--- src/common/srm_pkg.sv ---
package srm_pkg;

	// ------------------------------------------------------------
	// frame and storage geometry
	// ------------------------------------------------------------
	localparam int SRM_FRAME_BITS  = 24;
	localparam int SRM_BYTE_BITS   = 8;
	localparam int SRM_ADDR_BITS   = 7;
	localparam int SRM_DEPTH       = 128;
	localparam int SRM_CTRL_BIT    = 7;
	localparam int SRM_SYNC_STAGES = 2;

	// ------------------------------------------------------------
	// first frame byte patterns, bit 0 is the first bit on the wire
	// ------------------------------------------------------------
	localparam logic [7:0] SRM_CMD_WRITE = 8'h9d;
	localparam logic [7:0] SRM_CMD_READ  = 8'h62;

endpackage

--- src/logic/srm_sync.sv ---
module srm_sync #(
	parameter int WIDTH  = 3,
	parameter int STAGES = srm_pkg::SRM_SYNC_STAGES
) (
	input  wire logic             clk,
	input  wire logic             rst,
	input  wire logic [WIDTH-1:0] d,
	output logic      [WIDTH-1:0] q
);

	// ------------------------------------------------------------
	// plain flop chain; only the last stage is visible outside
	// ------------------------------------------------------------
	logic [WIDTH-1:0] stage_q [STAGES];

	always_ff @(posedge clk or posedge rst)
	begin
		if (rst)
		begin
			for (int i = 0; i < STAGES; i++)
				stage_q[i] <= '0;
		end
		else
		begin
			stage_q[0] <= d;
			for (int i = 1; i < STAGES; i++)
				stage_q[i] <= stage_q[i-1];
		end
	end

	assign q = stage_q[STAGES-1];

endmodule

--- src/logic/srm_store.sv ---
module srm_store #(
	parameter int DEPTH  = srm_pkg::SRM_DEPTH,
	parameter int WIDTH  = srm_pkg::SRM_BYTE_BITS,
	parameter int AWIDTH = srm_pkg::SRM_ADDR_BITS
) (
	input  wire logic              clk,
	input  wire logic              we,
	input  wire logic [AWIDTH-1:0] addr,
	input  wire logic [WIDTH-1:0]  wdata,
	output logic      [WIDTH-1:0]  rdata
);

	// ------------------------------------------------------------
	// byte array; contents survive the reset like the backed-up cells
	// ------------------------------------------------------------
	logic [WIDTH-1:0] mem [DEPTH];

	always_ff @(posedge clk)
	begin
		if (we)
			mem[addr] <= wdata;
	end

	assign rdata = mem[addr];

endmodule

--- src/logic/srm_core.sv ---
// Operation
// raising enable starts a cycle; a 24-bit address/command frame follows
// every input bit is captured on the link clock rising edge
// seven address bits select one of 128 byte locations
// host gives 24+8 clocks for one byte, 24+1024 for a burst
// bad first frame byte aborts; input ignored until enable cycles low-high
// read command pattern recognised in the first frame byte
// byte address taken from bits 0..6 of the second frame byte
// second byte bit 7 set aborts until enable cycles low-high
// any of third byte bits 0..6 set aborts until enable cycles
// zero address with third byte bit 7 set selects burst mode
// burst moves 128 consecutive bytes without interruption
// burst ends only when the host takes enable low; the code also halts it after location 127
// enable low ends any transfer and floats the data line
// host changes enable only while the link clock is high
// read data bits change on the link clock falling edge
// after a write frame, one byte is sampled on eight rising edges
// after a read frame, one byte is driven on eight falling edges
// write command carries bits 0..7 as 1,0,1,1,1,0,0,1
// read command carries bits 0..7 as 0,1,0,0,0,1,1,0
// host holds each input bit valid across its sampling rising edge
// each link clock cycle is a falling then a rising edge
// frame and data bytes travel least significant bit first
// burst starts at location zero and steps after every eight data clocks
module srm_core (
	input  wire logic                             clk,
	input  wire logic                             rst,
	input  wire logic                             xfer_en,
	input  wire logic                             sclk,
	input  wire logic                             dq_i,
	output logic                                  dq_o,
	output logic                                  dq_oe,
	output logic                                  cyc_active,
	output logic                                  cyc_abort,
	output logic                                  cyc_burst,
	output logic                                  cyc_write,
	output logic [srm_pkg::SRM_ADDR_BITS-1:0]     byte_addr
);

	// ------------------------------------------------------------
	// derived positions and counts
	// ------------------------------------------------------------
	localparam int FB = srm_pkg::SRM_FRAME_BITS;
	localparam int BB = srm_pkg::SRM_BYTE_BITS;
	localparam int AB = srm_pkg::SRM_ADDR_BITS;
	localparam int TOP_LSB = FB - BB;
	localparam int TOP_CTRL = TOP_LSB + srm_pkg::SRM_CTRL_BIT;
	localparam logic [4:0] CMD_LAST = 5'(BB - 1);
	localparam logic [4:0] ADDR_LAST = 5'(2 * BB - 1);
	localparam logic [4:0] FRAME_LAST = 5'(FB - 1);
	localparam logic [2:0] BIT_LAST = 3'(BB - 1);
	localparam logic [AB-1:0] ADDR_MAX = AB'(srm_pkg::SRM_DEPTH - 1);
	localparam logic [AB-1:0] ADDR_ZERO = '0;

	typedef enum logic [1:0] {
		st_idle,
		st_frame,
		st_data,
		st_halt
	} srm_state_e;

	// ------------------------------------------------------------
	// pin sampling
	// ------------------------------------------------------------
	// enable, clock and data pass the same two stages, so their
	// relative timing on the wire is kept
	logic          en_s;
	logic          sclk_s;
	logic          dq_s;
	logic          sclk_prev_q;
	logic          sclk_rise;
	logic          sclk_fall;

	srm_sync #(
		.WIDTH  (3),
		.STAGES (srm_pkg::SRM_SYNC_STAGES)
	) u_sync (
		.clk (clk),
		.rst (rst),
		.d   ({xfer_en, sclk, dq_i}),
		.q   ({en_s, sclk_s, dq_s})
	);

	always_ff @(posedge clk or posedge rst)
	begin
		if (rst)
			sclk_prev_q <= 1'b1;
		else
			sclk_prev_q <= sclk_s;
	end

	assign sclk_rise = sclk_s & ~sclk_prev_q;
	assign sclk_fall = ~sclk_s & sclk_prev_q;

	// ------------------------------------------------------------
	// state and frame checks
	// ------------------------------------------------------------
	srm_state_e      state_q;
	srm_state_e      state_d;
	logic [FB-1:0]   frame_q;
	logic [FB-1:0]   frame_next;
	logic [4:0]      frame_cnt_q;
	logic [2:0]      bit_idx_q;
	logic [BB-1:0]   cmd_byte;
	logic [AB-1:0]   frame_addr;
	logic            cmd_ok;
	logic            frame_fail;
	logic            frame_done;
	logic            byte_done;
	logic            more_bytes;
	logic            write_q;
	logic            burst_q;
	logic            abort_q;
	logic [AB-1:0]   addr_q;

	// new bits enter at the top, so the first bit ends up in bit 0
	assign frame_next = {dq_s, frame_q[FB-1:1]};
	assign cmd_byte   = frame_next[FB-1:TOP_LSB];
	assign frame_addr = frame_next[BB +: AB];
	assign cmd_ok     = (cmd_byte == srm_pkg::SRM_CMD_READ)
		|| (cmd_byte == srm_pkg::SRM_CMD_WRITE);

	always_comb
	begin
		frame_fail = 1'b0;
		if (state_q == st_frame && sclk_rise)
		begin
			if (frame_cnt_q == CMD_LAST && !cmd_ok)
				frame_fail = 1'b1;
			else if (frame_cnt_q == ADDR_LAST && frame_next[FB-1])
				frame_fail = 1'b1;
			else if (frame_cnt_q == FRAME_LAST && frame_next[TOP_CTRL-1:TOP_LSB] != '0)
				frame_fail = 1'b1;
		end
	end

	assign frame_done = state_q == st_frame && sclk_rise && frame_cnt_q == FRAME_LAST && !frame_fail;
	assign byte_done  = state_q == st_data && sclk_rise && bit_idx_q == BIT_LAST;
	assign more_bytes = burst_q && addr_q != ADDR_MAX;

	always_comb
	begin
		state_d = state_q;
		case (state_q)
			st_idle:
				if (en_s)
					state_d = st_frame;
			st_frame:
				if (frame_fail)
					state_d = st_halt;
				else if (frame_done)
					state_d = st_data;
			st_data:
				if (byte_done && !more_bytes)
					state_d = st_halt;
			st_halt:
				state_d = st_halt;
			default:
				state_d = st_idle;
		endcase
		// enable low beats everything; a halted cycle only reopens from idle
		if (!en_s)
			state_d = st_idle;
	end

	always_ff @(posedge clk or posedge rst)
	begin
		if (rst)
			state_q <= st_idle;
		else
			state_q <= state_d;
	end

	// ------------------------------------------------------------
	// frame shifter
	// ------------------------------------------------------------
	always_ff @(posedge clk or posedge rst)
	begin
		if (rst)
		begin
			frame_q     <= '0;
			frame_cnt_q <= '0;
		end
		else if (state_q != st_frame)
		begin
			frame_q     <= '0;
			frame_cnt_q <= '0;
		end
		else if (sclk_rise)
		begin
			frame_q     <= frame_next;
			frame_cnt_q <= frame_cnt_q + 5'h01;
		end
	end

	// ------------------------------------------------------------
	// cycle attributes
	// ------------------------------------------------------------
	always_ff @(posedge clk or posedge rst)
	begin
		if (rst)
			write_q <= 1'b0;
		else if (state_q == st_frame && sclk_rise && frame_cnt_q == CMD_LAST)
			write_q <= cmd_byte == srm_pkg::SRM_CMD_WRITE;
	end

	always_ff @(posedge clk or posedge rst)
	begin
		if (rst)
			burst_q <= 1'b0;
		else if (state_q == st_idle)
			burst_q <= 1'b0;
		else if (frame_done)
			burst_q <= frame_next[FB-1] && frame_addr == ADDR_ZERO;
	end

	// the flag survives until the next cycle opens so software can see it
	always_ff @(posedge clk or posedge rst)
	begin
		if (rst)
			abort_q <= 1'b0;
		else if (state_q == st_idle && en_s)
			abort_q <= 1'b0;
		else if (frame_fail)
			abort_q <= 1'b1;
	end

	// ------------------------------------------------------------
	// byte address
	// ------------------------------------------------------------
	always_ff @(posedge clk or posedge rst)
	begin
		if (rst)
			addr_q <= '0;
		else if (frame_done)
			addr_q <= frame_addr;
		else if (byte_done && more_bytes)
			addr_q <= addr_q + AB'(1);
	end

	// ------------------------------------------------------------
	// data bit counter
	// ------------------------------------------------------------
	always_ff @(posedge clk or posedge rst)
	begin
		if (rst)
			bit_idx_q <= '0;
		else if (state_q != st_data)
			bit_idx_q <= '0;
		else if (sclk_rise)
			bit_idx_q <= bit_idx_q + 3'h1;
	end

	// ------------------------------------------------------------
	// storage and write path
	// ------------------------------------------------------------
	logic [BB-1:0] wbuf_q;
	logic [BB-1:0] wdata;
	logic [BB-1:0] rdata;
	logic          mem_we;

	assign wdata  = {dq_s, wbuf_q[BB-1:1]};
	assign mem_we = byte_done && write_q;

	always_ff @(posedge clk or posedge rst)
	begin
		if (rst)
			wbuf_q <= '0;
		else if (state_q == st_data && write_q && sclk_rise)
			wbuf_q <= wdata;
	end

	srm_store #(
		.DEPTH  (srm_pkg::SRM_DEPTH),
		.WIDTH  (BB),
		.AWIDTH (AB)
	) u_store (
		.clk   (clk),
		.we    (mem_we),
		.addr  (addr_q),
		.wdata (wdata),
		.rdata (rdata)
	);

	// ------------------------------------------------------------
	// read path
	// ------------------------------------------------------------
	// the byte is fetched on its first falling edge, after a burst step
	// has already moved the address
	logic [BB-1:0] rbyte_q;
	logic          dq_o_q;
	logic          dq_oe_q;
	logic          rd_phase;

	assign rd_phase = en_s && state_q == st_data && !write_q;

	always_ff @(posedge clk or posedge rst)
	begin
		if (rst)
		begin
			rbyte_q <= '0;
			dq_o_q  <= 1'b0;
			dq_oe_q <= 1'b0;
		end
		else if (!rd_phase)
		begin
			dq_o_q  <= 1'b0;
			dq_oe_q <= 1'b0;
		end
		else if (sclk_fall)
		begin
			dq_oe_q <= 1'b1;
			if (bit_idx_q == '0)
			begin
				rbyte_q <= rdata;
				dq_o_q  <= rdata[0];
			end
			else
				dq_o_q <= rbyte_q[bit_idx_q];
		end
	end

	// ------------------------------------------------------------
	// outputs
	// ------------------------------------------------------------
	assign dq_o       = dq_o_q;
	assign dq_oe      = dq_oe_q;
	assign cyc_active = state_q == st_frame || state_q == st_data;
	assign cyc_abort  = abort_q;
	assign cyc_burst  = burst_q;
	assign cyc_write  = write_q;
	assign byte_addr  = addr_q;

	// own count of link rises in this cycle, so the store check does not lean
	// on the data bit counter that it guards
	localparam int RISE_W = $clog2(FB + BB * srm_pkg::SRM_DEPTH + 1);
	logic [RISE_W-1:0] chk_rises_q;

	always_ff @(posedge clk or posedge rst)
	begin
		if (rst)
			chk_rises_q <= '0;
		else if (!en_s)
			chk_rises_q <= '0;
		else if (sclk_rise)
			chk_rises_q <= chk_rises_q + RISE_W'(1);
	end
endmodule

--- config.mk ---
export PLATFORM = sky130hd
export DESIGN_NAME = srm_core
export DESIGN_NICKNAME = d
export VERILOG_FILES = /design/src/common/srm_pkg.sv /design/src/logic/srm_sync.sv /design/src/logic/srm_store.sv /design/src/logic/srm_core.sv
export SDC_FILE = /design/constraint.sdc
export NUM_CORES = 1
export LEC_CHECK = 0
export BUFFER_PORTS_ARGS = -buffer_cell sky130_fd_sc_hd__buf_2
export CORE_UTILIZATION = 35
export DETAILED_ROUTE_END_ITERATION = 16
export GPL_ROUTABILITY_DRIVEN = 0
export SETUP_SLACK_MARGIN = 0.4
export SLEW_MARGIN = 20
export SYNTH_ARGS = -nofsm -noshare
export SYNTH_HDL_FRONTEND = slang
export SYNTH_SLANG_ARGS = --single-unit
--- constraint.sdc ---
create_clock -name clk -period 3.5 [get_ports clk]
set_input_delay 0.525 -clock clk [delete_from_list [all_inputs] [get_ports clk]]
set_output_delay 0.525 -clock clk [all_outputs]
set_load 0.05 [all_outputs]
==> impl_metrics.env, run 1 <==
export IMPL_met1_usage_pct=26.4
export IMPL_worstMarginPinSlew_ns=1.13
export IMPL_clkTransAtPathRegs_ns=0.06
export IMPL_cts_tree="done"
export IMPL_worstSetupPathType="register to register"
export IMPL_holdWs_ns=0.0608
export IMPL_fin_skew_ns=0.0323
export IMPL_synth_edf_count=1024
export IMPL_syn_inst=2511
export IMPL_synth_seq_area_share_pct=74.7
export IMPL_die_x_um=353
export IMPL_cellLeakagePower_nw=14.4
export IMPL_cts_root_buffer="clkbuf_16"
export IMPL_final_common_cell="edfxtp_1"
export IMPL_grt_antenna_before_repair=1
export IMPL_synthFlopType="edfxtp_1"
export IMPL_grt_busiest_layer="met2"
export IMPL_die_area_um2=125000
export IMPL_drt_iter0_drc=3343
export IMPL_stdcell_count=4483
export IMPL_setup_viol=0
export IMPL_final_cell_mix="edfxtp_1, buf_4, nor2_1"
export IMPL_clock_latency_ns=0.70
export IMPL_grt_pass1_wl_um=180000
export IMPL_rsz0062_at_grt="true"
export IMPL_wl_per_cell_um=27.9
export IMPL_p_sw_mw=5.15
export IMPL_grt_pass1_vias=25400
export IMPL_p_sw_share_pct=19.8
export IMPL_hold_viol_final=0
export IMPL_internal_power_mw=20.9
export IMPL_final_net_count=2792
export IMPL_required_ns=4.12
export IMPL_pwr_share_seq_pct=54.2
export IMPL_routed_wl_um=125000
export IMPL_area_growth_pct=17.5
export IMPL_htreeDepth=3
export IMPL_io_buffers=17
export IMPL_synth_cell_area_um2=43200
export IMPL_p_clk_share_pct=44.2
export IMPL_synth_nets=2527
export IMPL_async_flop_share_pct=5.45
export IMPL_status="finished clean"
export IMPL_synth_seq_cells=1083
export IMPL_die_y_um=353
export IMPL_core_area_um2=122000
export IMPL_cp_max_fo=29
export IMPL_power_density_nw_per_um2=513
export IMPL_cts_sinks=1083
export IMPL_end_kind="register"
export IMPL_clock_path_buffers=3
export IMPL_ir_drop_mv=0.404
export IMPL_finalCriticalPeriod_ns=3.04
export IMPL_maxCapViolations=0
export IMPL_arrival_ns=3.65
export IMPL_start_kind="register"
export IMPL_diodes=0
export IMPL_fin_setup_tns_ns=0
export IMPL_rows=128
export IMPL_io_pin_count=18
export IMPL_cts_inserted_buffers=109
export IMPL_synth_cell_type_count=87
export IMPL_grt_overflow_total=0
export IMPL_comb_power_share_pct=1.5
export IMPL_r2r_slack_ns=0.46
export IMPL_maxSlewHeadroom_pct=24.8
export IMPL_min_period_over_period_pct=86.7
export IMPL_grt_usage_pct=19.7
export IMPL_syn_area_per_cell_um2=17.2
export IMPL_grt_util_met2_pct=31.5
export IMPL_dpl_cell_count=4273
export IMPL_via_per_inst=5.68
export IMPL_grtUsageMet3_pct=4.18
export IMPL_num_vias=25500
export IMPL_ys_warnings_count=0
export IMPL_initial_core_util_pct=35.4
export IMPL_fmax_mhz=329
export IMPL_final_max_slew_violation_count=0
export IMPL_drtPass1Iterations=5
export IMPL_layout_drive_gt1_share_pct=22.8
export IMPL_dp_hpwl_um=78200
export IMPL_drtAntennaViolNets=0
export IMPL_drc=0
export IMPL_hold_path_class="input port to asynchronous set/reset pin"
export IMPL_grt_max_degree=84
-- cell usage after synthesis, types with 19 or more instances --
master | instances | area, um^2
a21oi_1 | 50 | 250
a221oi_1 | 80 | 701
a22oi_1 | 53 | 398
a31oi_1 | 42 | 263
buf_2 | 62 | 310
buf_4 | 27 | 203
clkbuf_1 | 62 | 233
dfrtp_1 | 58 | 1450
edfxtp_1 | 1024 | 30700
mux2_2 | 49 | 552
mux2i_1 | 159 | 1590
mux4_2 | 77 | 1730
nand2_1 | 120 | 450
nand3_1 | 19 | 95.1
nor2_1 | 178 | 668
nor2b_1 | 27 | 169
o21ai_0 | 35 | 175
o22a_1 | 33 | 289
o22ai_1 | 50 | 313
-- kinds of logic (layout without fill, tap and decap cells) --
| kind of cell | after synthesis | count (layout) | synth area share [%] |
|---|---|---|---|
| DFF | 1083 | 1083 | 74.7 |
| AOI/OAI and AO/OA | 481 | 481 | 8.34 |
| and+or+nand+nor | 447 | 447 | 4.97 |
| muxes | 291 | 291 | 9.15 |
| buffers and inverters | 189 | 536 | 2.37 |
| adders and majority gates | 11 | 11 | 0.319 |
| xor gates and xnor gates | 9 | 9 | 0.183 |
-- stage by stage --
| step | util, % | instance area, um^2 | total power [mW] | setup slack [ns] |
|---|---|---|---|---|
| 2_1_floorplan | - | 43200 | 14.6 | 0.713 |
| 6_report | 41.6 | 50700 | 26.0 | 0.465 |
| 5_1_grt | 41.6 | 50700 | 26.7 | 0.392 |
| 4_1_cts | 41.4 | 50600 | 26.2 | 0.378 |
| 3_3_place_gp | 38.5 | 47000 | 14.7 | 0.255 |
| 3_5_place_dp | 38.5 | 47000 | 14.8 | 0.263 |
-- repair_timing --
action | 4_1_cts | 5_1_grt
hold buffers | 3 | 0
endpoints found under the setup margin | 8 | 27
resized for setup | 2 | 5
hold endpoints to repair | 3 | 0
setup buffers | 5 | 9
-- registers in the layout, summed over array words and instances (netlist names) --
register and flops:
cyc_abort 1, sclk_prev_q 1, u_store.mem 1024, byte_addr 7, u_sync.q 3, wbuf_q 7
dq_o 1, dq_oe 1, u_sync.stage_q 3, frame_cnt_q 5, cyc_write 1, state_q 2
bit_idx_q 3, cyc_burst 1, rbyte_q 8, frame_q 15
-- power by group through the flow --
stage               combinational (mW)  sequential (mW)  clock (mW)
floorplan                        0.276             14.4           0
global placement                 0.374             14.4           0
detailed placement               0.392             14.4           0
CTS                              0.399             14.1        11.7
global route                     0.437             14.1        12.1
finish                           0.403             14.1        11.5
-- final cells by class --
cell class | count | area [um^2]
clock inverters | 68 | 673
clock buffers | 125 | 2810
inverters | 16 | 60.1
fillers | 10800 | 71300
multi-input cells | 1239 | 9990
well taps | 1625 | 2030
flip-flops and latches | 1083 | 32300
repair buffers | 327 | 2880
-- path summary, 6_finish.rpt --
kind	to	start	cells after the start
worst max-delay path	rbyte_q[3]	byte_addr[0]	10
worst min-delay path	u_sync.stage_q[5]	rst	3
worst min register to register	u_sync.q[0]	u_sync.stage_q[3]	0
min in group clk	u_sync.q[0]	u_sync.stage_q[3]	0
max in group asynchronous	wbuf_q[5]	rst	3
worst max register to register	rbyte_q[3]	byte_addr[0]	10
-- critical path, stage by stage (launching register included) --
cell	delay [ns]
dfrtp_4	0.61
buf_4	0.22
buf_12	0.16
inv_2	0.09
buf_12	0.27
buf_4	0.31
nor2_1	0.07
o21ai_0	0.66
a22o_1	0.26
o21ai_0	0.09
a31oi_1	0.19
-- layer usage --
layer  share of wire (%)  up-vias
met5                   0        -
met4                 3.5        0
met3                 9.2      233
met2                  47     1365
met1                  40    13200
li1                    -    10700
(Power assumes the default switching activity.)
==> inputs of run 2 (changes only) <==
Settings changed: SLEW_MARGIN 20 to default.
Clock period 3.5 ns to 3.1 ns, I/O delays scaled along.
==> run 2 against run 1 <==
Via count rose by 2.1%. Register-to-register slack got worse by 0.17 ns. Non-clock buffer count rose by 57. Clock skew rose by 0.0017 ns. Largest cell class unchanged.
==> impl_metrics.env, run 2 (same netlist as run 1, synthesis figures left out) <==
export IMPL_status="finished clean"
export IMPL_routed_wl_um=130000
export IMPL_drc=0
export IMPL_io_pin_count=18
export IMPL_r2r_slack_ns=0.29
export IMPL_pwr_share_seq_pct=54.1
export IMPL_final_net_count=2848
export IMPL_start_kind="register"
export IMPL_final_cell_mix="edfxtp_1, buf_4, nor2_1"
export IMPL_io_buffers=17
export IMPL_arrival_ns=3.40
export IMPL_fin_setup_tns_ns=0
export IMPL_internal_power_mw=23.6
export IMPL_via_per_inst=5.72
export IMPL_clock_path_buffers=3
export IMPL_cts_tree="done"
export IMPL_grt_pass1_wl_um=185000
export IMPL_holdPathEnd="u_sync.q[2]"
export IMPL_drt_iter0_drc=3554
export IMPL_end_kind="register"
export IMPL_grt_max_degree=112
export IMPL_top_layer="met4"
export IMPL_die_y_um=353
export IMPL_final_common_cell="edfxtp_1"
export IMPL_clkTransAtPathRegs_ns=0.07
export IMPL_p_sw_share_pct=19.8
export IMPL_area_growth_pct=19.8
export IMPL_grt_pass1_vias=25600
export IMPL_wl_met3_um=13000
export IMPL_hold_depth=0
export IMPL_worstReg2RegStart="byte_addr[1]"
export IMPL_worstMarginPinSlew_ns=1.34
export IMPL_worstSetupPathType="register to register"
export IMPL_comb_power_share_pct=1.6
export IMPL_r2r_end="rbyte_q[6]"
export IMPL_die_area_um2=125000
export IMPL_fin_skew_ns=0.0340
export IMPL_min_period_over_period_pct=90.5
export IMPL_cellLeakagePower_nw=14.8
export IMPL_top_register="u_store.mem"
export IMPL_hold_viol_final=0
export IMPL_power_density_nw_per_um2=569
export IMPL_final_max_slew_violation_count=0
export IMPL_cts_sinks=1083
export IMPL_dp_hpwl_um=82600
export IMPL_p_clk_share_pct=44.3
export IMPL_wl_met2_um=60400
export IMPL_maxSlewHeadroom_pct=10.4
export IMPL_largest_reg_flops=1024
export IMPL_maxCapViolations=0
export IMPL_num_vias=26000
export IMPL_drtAntennaViolNets=0
export IMPL_die_x_um=353
export IMPL_required_ns=3.69
export IMPL_cp_max_fo=29
export IMPL_core_area_um2=122000
export IMPL_p_sw_mw=5.83
export IMPL_finalCriticalPeriod_ns=2.81
export IMPL_ir_drop_mv=0.554
export IMPL_rows=128
export IMPL_cts_root_buffer="clkbuf_16"
export IMPL_wl_per_cell_um=28.5
export IMPL_utilization_pct=42.4
export IMPL_met1Wirelength_um=51300
export IMPL_grt_antenna_before_repair=2
export IMPL_fillCellCount=10700
export IMPL_htreeDepth=3
export IMPL_rsz0062_at_grt="true"
export IMPL_cts_inserted_buffers=108
export IMPL_clock_latency_ns=0.71
export IMPL_reg_top3="u_store.mem: 1024 flops, frame_q: 15 flops, rbyte_q: 8 flops"
export IMPL_grt_usage_pct=20.3
export IMPL_initial_core_util_pct=35.4
export IMPL_hp_start="u_sync.stage_q[5]"
export IMPL_setup_viol=0
export IMPL_layout_drive_gt1_share_pct=25.8
export IMPL_fmax_mhz=356
export IMPL_r2r_cells=9
export IMPL_hold_path_class="register to register"
export IMPL_grt_overflow_total=0
export IMPL_drtPass1Iterations=8
-- run 2: cell types whose count changed in the layout (fill, tap and decap cells not counted), moves of 5 or more --
cell,change
clkbuf_1,+6
clkinv_1,+8
buf_16,+5
buf_6,+15
buf_4,+36
nor2_2,+9
mux2i_1,-9
a21oi_1,-5
clkinv_2,-6
nor2_1,-11
mux2i_2,+7
buf_12,-7
-- run 2: worst max-delay path: stages (launching register included) --
cell,delay [ns]
dfrtp_4,0.49
buf_4,0.20
buf_16,0.23
mux2i_1,0.25
o22ai_1,0.12
o31ai_2,0.42
buf_4,0.20
o2111ai_4,0.15
a22o_1,0.26
o32a_1,0.33
-- run 2: worst max path at each step --
| stage | cells after the start | start | to |
|---|---|---|---|
| after floorplan | 7 | byte_addr[1] | u_store.mem[26][0] |
| after global placement | 9 | byte_addr[2] | rbyte_q[2] |
| after detailed placement | 10 | byte_addr[0] | rbyte_q[6] |
| after CTS | 10 | byte_addr[0] | rbyte_q[6] |
| after global routing | 10 | byte_addr[0] | rbyte_q[6] |
| final | 9 | byte_addr[1] | rbyte_q[6] |
-- run 2: layout make-up --
cell class	instances	area (um^2)	area share, %
Tap cell	1625	2030	3.93
Clock inverter	68	672	1.30
Multi-Input combinational cell	1239	10300	20.0
Antenna cell	1	2.50	0.00484
Clock buffer	131	2830	5.48
Sequential cell	1083	32300	62.4
Inverter	16	60.1	0.116
Timing Repair Buffer	384	3510	6.80
-- run 2: power groups by stage --
stage / Clock (mW) / Sequential, mW / Combinational, mW
2_1_floorplan: 0 / 16.2 / 0.312
3_3_place_gp: 0 / 16.2 / 0.427
3_5_place_dp: 0 / 16.2 / 0.447
4_1_cts: 13.2 / 15.9 / 0.456
5_1_grt: 13.8 / 15.9 / 0.505
6_report: 13.0 / 15.9 / 0.462
-- run 2: repair_timing --
item                       in CTS  in global routing
pin swaps                       9                 10
hold buffers                    4                  0
setup buffers                   7                  9
hold endpoints to repair       28                  0
cloned                          2                  4
setup endpoints to repair     145                118
gates resized for setup        51                 56
-- run 2: per-stage QoR --
step / total power, mW / hold slack (ns) / instances / area [um^2] / worst slack (ns)
2_1_floorplan: 16.5 / 0.331 / 2511 / 43200 / 0.313
3_3_place_gp: 16.7 / 0.343 / 4321 / 47400 / -0.0380
3_5_place_dp: 16.7 / 0.342 / 4321 / 47400 / -0.0394
4_1_cts: 29.6 / 0.370 / 4533 / 51300 / 0.136
5_1_grt: 30.2 / 0.378 / 4546 / 51700 / 0.271
6_report: 29.4 / 0.362 / 4547 / 51700 / 0.293
-- run 2: metal layers --
metal | up-vias | track usage, %
met5 | - | 0.113
met4 | 0 | 8.12
met3 | 299 | 4.58
met2 | 1453 | 32.0
met1 | 13400 | 27.3
li1 | 10800 | -
